$ cat config.mk
export PLATFORM = sky130hd
export DESIGN_NAME = asbm_master_flat
export DESIGN_NICKNAME = d
export VERILOG_FILES = /design/src/design/asbm_pkg.sv /design/src/design/asbm_if.sv /design/src/design/asbm_master.sv /design/src/flat_wrapper.sv
export SDC_FILE = /design/constraint.sdc
export NUM_CORES = 1
export LEC_CHECK = 0
export BUFFER_PORTS_ARGS = -buffer_cell sky130_fd_sc_hd__buf_4
export CORE_MARGIN = 4
export CORE_UTILIZATION = 50
export CTS_BUF_LIST = sky130_fd_sc_hd__clkbuf_2
export DETAILED_ROUTE_END_ITERATION = 8
export GPL_TIMING_DRIVEN = 0
export PLACE_DENSITY = 0.83
export REMOVE_ABC_BUFFERS = 1
export SYNTH_ARGS = -nofsm -noshare
export SYNTH_HDL_FRONTEND = slang
export SYNTH_SLANG_ARGS = --single-unit
$ cat constraint.sdc
create_clock -name i_core_clk -period 3.2 [get_ports i_core_clk]
set_clock_uncertainty 0.05 [all_clocks]
set_input_delay 0 -clock i_core_clk [delete_from_list [all_inputs] [get_ports i_core_clk]]
set_output_delay 0 -clock i_core_clk [all_outputs]
set_load 0.005 [all_outputs]
$ cat src/design/asbm_pkg.sv
// Shared constants for the system bus master port and its slave end.
// Notes on behaviour
// - Master issues only address and sequential cycles.
// - Bus cycles start at falling clock edge; here they start at the rising edge.
// - Address half cycle, transaction code full ahead.
// - Access commits only when code says sequential.
// - Data moves at end of sequential cycle.
// - Burst addresses step by four or two.
// - Transaction code refers to next bus cycle.
// - Direction fixed throughout a burst.
// - Slave qualifies every address with transaction code.
// - After buffered write, one address cycle gap.
// - Slave copes with tightest spacing, may wait.
// - Slave strobes not decoded combinationally from address.
// - Read then write next word is non-sequential.
// - Size fixed in burst; no byte bursts.
// - Address outputs hold between accesses.
// - Codes: 00 address, 10 non-sequential, 01 reserved.
// - Request bus with areq; honour grant, select.
// - Code 11 marks a sequential data cycle.
// - Master never issues the non-sequential code.
// - Slave raises wait; master stalls bus cycle.
// - Error sampled on sequential cycles, not buffered writes.
package asbm_pkg;
   localparam logic [1:0] TRAN_ADDR = 2'h0;
   localparam logic [1:0] TRAN_RSVD = 2'h1;
   localparam logic [1:0] TRAN_NSEQ = 2'h2;
   localparam logic [1:0] TRAN_SEQ  = 2'h3;
   localparam logic [1:0] SIZE_BYTE = 2'h0;
   localparam logic [1:0] SIZE_HALF = 2'h1;
   localparam logic [1:0] SIZE_WORD = 2'h2;
   localparam logic [31:0] STEP_WORD = 32'h4;
   localparam logic [31:0] STEP_HALF = 32'h2;
   localparam logic [7:0]  LEN_ONE   = 8'h1;
   localparam logic [7:0]  LEN_ZERO  = 8'h0;
   localparam logic [7:0]  LEN_TWO   = 8'h2;
endpackage

$ cat src/design/asbm_if.sv
// Interface joining the bus master port to the slave end.
`timescale 1ns/1ps
interface asbm_if;
   logic [31:0] ba;
   logic        bwrite;
   logic [1:0]  bsize;
   logic [1:0]  btran;
   logic [31:0] bd_wr;
   logic [31:0] bd_rd;
   logic        bwait;
   logic        berror;
   logic        areq;
   logic        agnt;
   logic        dsel;
   modport master (output ba, bwrite, bsize, btran, bd_wr, areq,
                   input bd_rd, bwait, berror, agnt, dsel);
   modport slave  (input ba, bwrite, bsize, btran, bd_wr, areq,
                   output bd_rd, bwait, berror, agnt, dsel);
endinterface

$ cat src/design/asbm_master.sv
// Bus master port: turns burst requests into address and sequential bus cycles.
`timescale 1ns/1ps
module asbm_master
(
   input  wire logic        i_core_clk,
   input  wire logic        i_sys_rst,
   asbm_if.master           bus,
   input  wire logic        i_req_valid,
   output logic             o_req_ready,
   input  wire logic [31:0] i_req_addr,
   input  wire logic        i_req_write,
   input  wire logic        i_req_buffered,
   input  wire logic [1:0]  i_req_size,
   input  wire logic [7:0]  i_req_len,
   input  wire logic        i_wr_valid,
   output logic             o_wr_ready,
   input  wire logic [31:0] i_wr_data,
   output logic             o_rd_valid,
   output logic [31:0]      o_rd_data,
   output logic             o_done,
   output logic             o_abort,
   output logic             o_test_master,
   output logic             o_test_slave
);
   typedef enum logic [2:0]
   {
      ST_IDLE = 3'b001,
      ST_ADDR = 3'b010,
      ST_SEQ  = 3'b100
   } asbm_st_t;

   typedef struct packed
   {
      asbm_st_t    st;
      logic [31:0] ba;
      logic        bwrite;
      logic [1:0]  bsize;
      logic [1:0]  btran;
      logic [31:0] bd_wr;
      logic        buffered;
      logic [7:0]  left;
      logic        err;
      logic        rd_valid;
      logic [31:0] rd_data;
      logic        done;
      logic        abort;
      logic        tm;
      logic        ts;
   } asbm_mst_t;

   asbm_mst_t s_q;
   asbm_mst_t s_d;
   logic      take;
   logic      last;
   logic [7:0]  req_left;
   logic [31:0] beat_step;
   logic        seq_next;

   always_comb
   begin
      // Byte transfers never form a burst, and a zero length means one beat.
      if (i_req_size == asbm_pkg::SIZE_BYTE)
      begin
         req_left = asbm_pkg::LEN_ONE;
      end
      else if (i_req_len == asbm_pkg::LEN_ZERO)
      begin
         req_left = asbm_pkg::LEN_ONE;
      end
      else
      begin
         req_left = i_req_len;
      end
   end

   always_comb
   begin
      if (s_q.bsize == asbm_pkg::SIZE_WORD)
      begin
         beat_step = asbm_pkg::STEP_WORD;
      end
      else
      begin
         beat_step = asbm_pkg::STEP_HALF;
      end
   end

   always_comb
   begin
      // The code names the following bus cycle, so the second last beat ends the run.
      if (s_q.left == asbm_pkg::LEN_TWO)
      begin
         seq_next = 1'b0;
      end
      else
      begin
         seq_next = 1'b1;
      end
   end


   always_comb
   begin
      s_d          = s_q;
      s_d.rd_valid = 1'b0;
      s_d.done     = 1'b0;
      s_d.abort    = 1'b0;
      s_d.tm       = bus.agnt;
      s_d.ts       = bus.dsel;
      take         = 1'b0;
      last         = (s_q.left == asbm_pkg::LEN_ONE);
      case (s_q.st)
         ST_IDLE:
         begin
            s_d.btran = asbm_pkg::TRAN_ADDR;
            if (i_req_valid && bus.agnt)
            begin
               take       = 1'b1;
               s_d.ba     = i_req_addr;
               s_d.bwrite = i_req_write;
               s_d.bsize  = i_req_size;
               s_d.buffered = i_req_write && i_req_buffered;
               // Byte transfers are always single.
               s_d.left   = req_left;
               s_d.bd_wr  = i_wr_data;
               s_d.btran  = asbm_pkg::TRAN_SEQ;
               s_d.err    = 1'b0;
               s_d.st     = ST_ADDR;
            end
         end
         ST_ADDR:
         begin
            // Address cycle is done; the memory cycle follows.
            s_d.btran = last ? asbm_pkg::TRAN_ADDR : asbm_pkg::TRAN_SEQ;
            s_d.st    = ST_SEQ;
         end
         ST_SEQ:
         begin
            if (!bus.bwait)
            begin
               if (bus.berror && !s_q.buffered)
               begin
                  s_d.abort = 1'b1;
                  s_d.err   = 1'b1;
               end
               if (!s_q.bwrite)
               begin
                  s_d.rd_valid = 1'b1;
                  s_d.rd_data  = bus.bd_rd;
               end
               if (last || (bus.berror && !s_q.buffered))
               begin
                  s_d.done  = 1'b1;
                  s_d.btran = asbm_pkg::TRAN_ADDR;
                  s_d.st    = ST_IDLE;
                  // Next access after a buffered write may follow with one gap.
                  if (s_q.buffered && i_req_valid && bus.agnt)
                  begin
                     take       = 1'b1;
                     s_d.ba     = i_req_addr;
                     s_d.bwrite = i_req_write;
                     s_d.bsize  = i_req_size;
                     s_d.buffered = i_req_write && i_req_buffered;
                     s_d.left   = req_left;
                     s_d.bd_wr  = i_wr_data;
                     s_d.btran  = asbm_pkg::TRAN_SEQ;
                     s_d.err    = 1'b0;
                     s_d.st     = ST_ADDR;
                  end
               end
               else
               begin
                  s_d.left  = s_q.left - asbm_pkg::LEN_ONE;
                  s_d.ba    = s_q.ba + beat_step;
                  s_d.bd_wr = i_wr_data;
                  s_d.btran = seq_next ? asbm_pkg::TRAN_SEQ : asbm_pkg::TRAN_ADDR;
               end
            end
         end
         default:
         begin
            s_d.st    = ST_IDLE;
            s_d.btran = asbm_pkg::TRAN_ADDR;
         end
      endcase
   end

   always_ff @(posedge i_core_clk)
   begin
      if (i_sys_rst)
      begin
         s_q        <= '0;
         s_q.st     <= ST_IDLE;
         s_q.btran  <= asbm_pkg::TRAN_ADDR;
         s_q.bsize  <= asbm_pkg::SIZE_WORD;
      end
      else
      begin
         s_q <= s_d;
      end
   end

   assign o_req_ready   = take;
   assign o_wr_ready    = s_q.bwrite && (s_q.st == ST_SEQ) && !bus.bwait;
   assign o_rd_valid    = s_q.rd_valid;
   assign o_rd_data     = s_q.rd_data;
   assign o_done        = s_q.done;
   assign o_abort       = s_q.abort;
   assign o_test_master = s_q.tm;
   assign o_test_slave  = s_q.ts;
   assign bus.ba        = s_q.ba;
   assign bus.bwrite    = s_q.bwrite;
   assign bus.bsize     = s_q.bsize;
   assign bus.btran     = s_q.btran;
   assign bus.bd_wr     = s_q.bd_wr;
   assign bus.areq      = i_req_valid || (s_q.st != ST_IDLE);
endmodule

$ cat src/flat_wrapper.sv
// flat-port wrapper written by rule: the top's interface ports become plain ports
module asbm_master_flat 
  (i_core_clk, i_sys_rst, i_req_valid, o_req_ready, i_req_addr, i_req_write, i_req_buffered, i_req_size, i_req_len, i_wr_valid, o_wr_ready, i_wr_data, o_rd_valid, o_rd_data, o_done, o_abort, o_test_master, o_test_slave, bus_ba, bus_bwrite, bus_bsize, bus_btran, bus_bd_wr, bus_areq, bus_bd_rd, bus_bwait, bus_berror, bus_agnt, bus_dsel);
  asbm_if bus_i ();
  input  wire logic i_core_clk;
  input  wire logic i_sys_rst;
  input  wire logic i_req_valid;
  output logic o_req_ready;
  input  wire logic [31:0] i_req_addr;
  input  wire logic i_req_write;
  input  wire logic i_req_buffered;
  input  wire logic [1:0] i_req_size;
  input  wire logic [7:0] i_req_len;
  input  wire logic i_wr_valid;
  output logic o_wr_ready;
  input  wire logic [31:0] i_wr_data;
  output logic o_rd_valid;
  output logic [31:0] o_rd_data;
  output logic o_done;
  output logic o_abort;
  output logic o_test_master;
  output logic o_test_slave;
  output wire logic [$bits(bus_i.ba)-1:0] bus_ba;
  output wire logic [$bits(bus_i.bwrite)-1:0] bus_bwrite;
  output wire logic [$bits(bus_i.bsize)-1:0] bus_bsize;
  output wire logic [$bits(bus_i.btran)-1:0] bus_btran;
  output wire logic [$bits(bus_i.bd_wr)-1:0] bus_bd_wr;
  output wire logic [$bits(bus_i.areq)-1:0] bus_areq;
  input wire logic [$bits(bus_i.bd_rd)-1:0] bus_bd_rd;
  input wire logic [$bits(bus_i.bwait)-1:0] bus_bwait;
  input wire logic [$bits(bus_i.berror)-1:0] bus_berror;
  input wire logic [$bits(bus_i.agnt)-1:0] bus_agnt;
  input wire logic [$bits(bus_i.dsel)-1:0] bus_dsel;
  assign bus_ba = bus_i.ba;
  assign bus_bwrite = bus_i.bwrite;
  assign bus_bsize = bus_i.bsize;
  assign bus_btran = bus_i.btran;
  assign bus_bd_wr = bus_i.bd_wr;
  assign bus_areq = bus_i.areq;
  assign bus_i.bd_rd = bus_bd_rd;
  assign bus_i.bwait = bus_bwait;
  assign bus_i.berror = bus_berror;
  assign bus_i.agnt = bus_agnt;
  assign bus_i.dsel = bus_dsel;
  asbm_master u_core (.i_core_clk(i_core_clk), .i_sys_rst(i_sys_rst), .bus(bus_i), .i_req_valid(i_req_valid), .o_req_ready(o_req_ready), .i_req_addr(i_req_addr), .i_req_write(i_req_write), .i_req_buffered(i_req_buffered), .i_req_size(i_req_size), .i_req_len(i_req_len), .i_wr_valid(i_wr_valid), .o_wr_ready(o_wr_ready), .i_wr_data(i_wr_data), .o_rd_valid(o_rd_valid), .o_rd_data(o_rd_data), .o_done(o_done), .o_abort(o_abort), .o_test_master(o_test_master), .o_test_slave(o_test_slave));
endmodule
==> results.yml, run 1 <==
clock_network:
  cts.sinks: 117
  cts_resized: 3
  postCtsSetupBuffers: 0
  cts_max_level: 4
  clock_path_buffers: 2
  cts_buffers: 17
  hold_buffers: 211
  cts-root-buf: "clkbuf_2"
synth:
  yosysTopAreaCell: "dfxtp_1"
  yosysMostFrequentCell: "nand2_1"
  post-synth-top-area-fraction_pct: 38.2
  yosysSeqAreaShare_pct: 38.2
  syn_area_mm2: 0.00614
  yosys_warnings: 0
  synth_seq_cells: 117
  synthTopCellsByArea: "dfxtp_1 (38%), buf_4 (12%), nand2_1 (11%)"
  synth_common_cells: "nand2_1 (172), dfxtp_1 (117), buf_4 (102)"
  synth_top_flop_cell: "dfxtp_1"
  netlist_instances: 792
  synth_cell_type_count: 59
  postSynth.asyncResetShare_pct: 0
  synth-edff-count: 0
  syn_area_per_cell_um2: 7.75
floorplanning:
  die_w_um: 119
  die_h_um: 119
  fp-row-count: 40
  initial_core_util_pct: 51.1
  ioPinCount: 225
run_status:
  error: "[ERROR RSZ-0060] Max buffer count reached."
  haltStage: "4_1_cts"
  status: "did not finish"
placed_design:
  place_inst: 1021
  place.gp.congestion: 0.867
  hpwl_mm: 12.3
  io_buffers: 223
[metrics by stage]
step	TNS (ns)	worst slack, ns	hold WS (ns)	instance area, um^2
3_5_place_dp	0	0.0787	0.169	7180
3_3_place_gp	-153.04	-2.73	0.159	7040
2_1_floorplan	-40.32	-0.882	0.0191	5180
[logic make-up after synthesis]
logic type | share of synthesized area (%)
DFF | 38.2
AOI/OAI and AO/OA | 21.0
xor gates and xnor gates | 0.714
buffers and inverters | 16.6
adders and majority gates | 1.35
and+or+nand+nor | 22.2
==> run 2: changes to the inputs <==
- CORE_UTILIZATION: 50 -> 35
- CTS_BUF_LIST: sky130_fd_sc_hd__clkbuf_2 -> unset
- PLACE_DENSITY: 0.83 -> unset
- PLACE_DENSITY_LB_ADDON: unset -> 0.15
==> run 2 against run 1 <==
The flow now finishes without violations. Area after synthesis is the same. Synthesized cell count did not move.
==> results.yml, run 2 <==
timing:
  period_needed_ns: 2.99
  period_share_pct: 93.3
  drv_slew: 0
  worst_slew_pin_slew_ns: 1.35
  hold_violations: 0
  relSlewSlack_pct: 9.73
  setup_violations: 0
  rsz0062_at_grt: "no"
  timing.hold.ws_ns: 0.0327
  timing.fmax_mhz: 335
layout:
  finalCoreUtilization_pct: 52.5
  diodes: 0
  n_fill_cell: 1597
  drive_gt1_share_pct: 27.3
  design_area_mm2: 0.00904
  syn2layout_area_growth_pct: 47.4
  nNetsFinal: 1129
  final_common_cell: "buf_4"
  final_cell_mix: "buf_4 (226), nand2_1 (172), dfxtp_1 (117)"
route:
  drc: 0
  vias: 6212
  routed_via_density: 4.99
  wl_per_cell_um: 15.8
  first_iter_violations: 274
  wirelength_mm: 19.7
  ant_nets: 0
  firstDrtPassIters: 4
floorplanning:
  ioPinCount: 225
  die_w_um: 140
  dieArea_mm2: 0.0197
  die_h_um: 140
  initial_core_util_pct: 35.6
  core_area_mm2: 0.0172
  fp-row-count: 48
run_status:
  status: "completed"
pwr:
  comb_power_share_pct: 13.1
  switchingPower_mw: 0.980
  vdd_ir_drop_max_v: 0.000361
  total_power_mw: 4.09
  switching_share_pct: 23.9
  p_int_mw: 3.12
  power.leakage_nw: 3.69
  p_per_area_mw_per_mm2: 453
  seqPwrFrac_pct: 37.4
  clockPowerShare_pct: 49.5
placed_design:
  hpwl_mm: 12.9
  place.gp.congestion: 0.784
  place_area_mm2: 0.00728
  io_buffers: 223
synth:
  netlist_instances: 792
  yosysMostFrequentCell: "nand2_1"
  yosys_warnings: 0
  post-synth-top-area-fraction_pct: 38.2
  syn_area_per_cell_um2: 7.75
  yosysTopAreaCell: "dfxtp_1"
  yosysSeqAreaShare_pct: 38.2
  synthTopCellsByArea: "dfxtp_1 (38%), buf_4 (12%), nand2_1 (11%)"
  synth-edff-count: 0
  synth_cell_type_count: 59
  synth_common_cells: "nand2_1 (172), dfxtp_1 (117), buf_4 (102)"
  syn_area_mm2: 0.00614
  synth_top_flop_cell: "dfxtp_1"
  postSynth.asyncResetShare_pct: 0
  synth_seq_cells: 117
grt:
  track_usage_pct: 19.1
  grt_pass1_wl_mm: 30.8
  grt-ovfl-total: 0
  grt_pass1_vias: 5951
  grt_max_degree: 104
  grt_antenna_before_repair: 0
worst_setup_path:
  startpoint_type: "flip-flop"
  worst_setup_path_end_kind: "flip-flop"
  cp.arrival_ns: 3.26
  path_max_fanout: 11
  worst-setup-path-type: "flip-flop to flip-flop"
  required_ns: 3.47
clock_network:
  cts_max_level: 4
  cts_tree: "yes"
  clock_path_buffers: 2
  cts.sinks: 117
  cts-root-buf: "clkbuf_16"
  cts_buffers: 17
  clk_pin_slew_ns: 0.06
  clk-insertion-delay-late_ns: 0.41
job:
  maxCapViolCount: 0
hold_path:
  min_path_type: "input port to flip-flop"
==> run 2: cell families after synthesis <==
group | share of synthesized area [%]
AO/OA/AOI/OAI | 21.0
AND/OR/NAND/NOR | 22.2
adder cells (fa/ha/maj) | 1.35
flip-flops | 38.2
buffers and inverters | 16.6
XOR/XNOR | 0.714
==> run 2: path summary, 6_finish.rpt <==
path	startpoint	end	slack, ns	cells after the start
setup / recovery	u_core.s_q[39]	u_core.bus.ba[19]	0.21	9
hold / removal	i_req_len[0]	u_core.s_q[38]	0.03	4
setup reg to reg	u_core.s_q[39]	u_core.bus.ba[19]	0.21	9
hold reg to reg	u_core.bus.bd_wr[9]	u_core.bus.bd_wr[9]	0.40	2
==> run 2: worst max-delay path, stage by stage, from the launching register on <==
cell	delay, ns
dfxtp_1	0.39
inv_1	0.10
ha_1	0.21
nor3b_1	0.19
nand2_1	0.22
o21a_1	0.56
clkinvlp_4	0.49
nor2_1	0.43
a32oi_1	0.10
o22ai_1	0.16
==> run 2: layer usage <==
metal  GRT usage, %  vias to the layer above  part of all wire, %
met5              0                        -                    0
met4           7.90                        0                  2.7
met3           4.44                       32                  6.6
met2           30.6                      210                   47
met1           24.8                     2874                   44
li1               -                     3096                    -
==> run 2: power groups by stage <==
stage,sequential (mW),clock [mW],combinational (mW)
floorplan,1.56,0,0.155
global route,1.54,2.15,0.583
global placement,1.56,0,0.406
CTS,1.53,2.08,0.531
finish,1.53,2.03,0.535
detailed placement,1.56,0,0.419
==> run 2: layout make-up <==
class,count,area (um^2),area share (%)
clock buffers,18,429,4.74
clock inverters,14,199,2.20
inverters,16,63.8,0.705
multi-input cells,512,2810,31.1
flip-flops and latches,117,2340,25.9
well taps,225,282,3.11
repair buffers,343,2920,32.3
==> run 2: timing repair <==
item	CTS	global route
buffers inserted	0	3
gates resized for setup	0	3
endpoints found under the hold margin	114	0
endpoints found under the setup margin	0	8
hold buffers	110	0
==> run 2: stage by stage <==
step | std cells | setup TNS [ns] | worst slack [ns]
6_report | 1245 | 0 | 0.213
4_1_cts | 1242 | 0 | 0.0698
3_3_place_gp | 1093 | -177.03 | -3.07
3_5_place_dp | 1100 | 0 | 0.0846
2_1_floorplan | 645 | -40.32 | -0.882
5_1_grt | 1245 | 0 | 0.0275
Power figures use the tool's default switching activity.
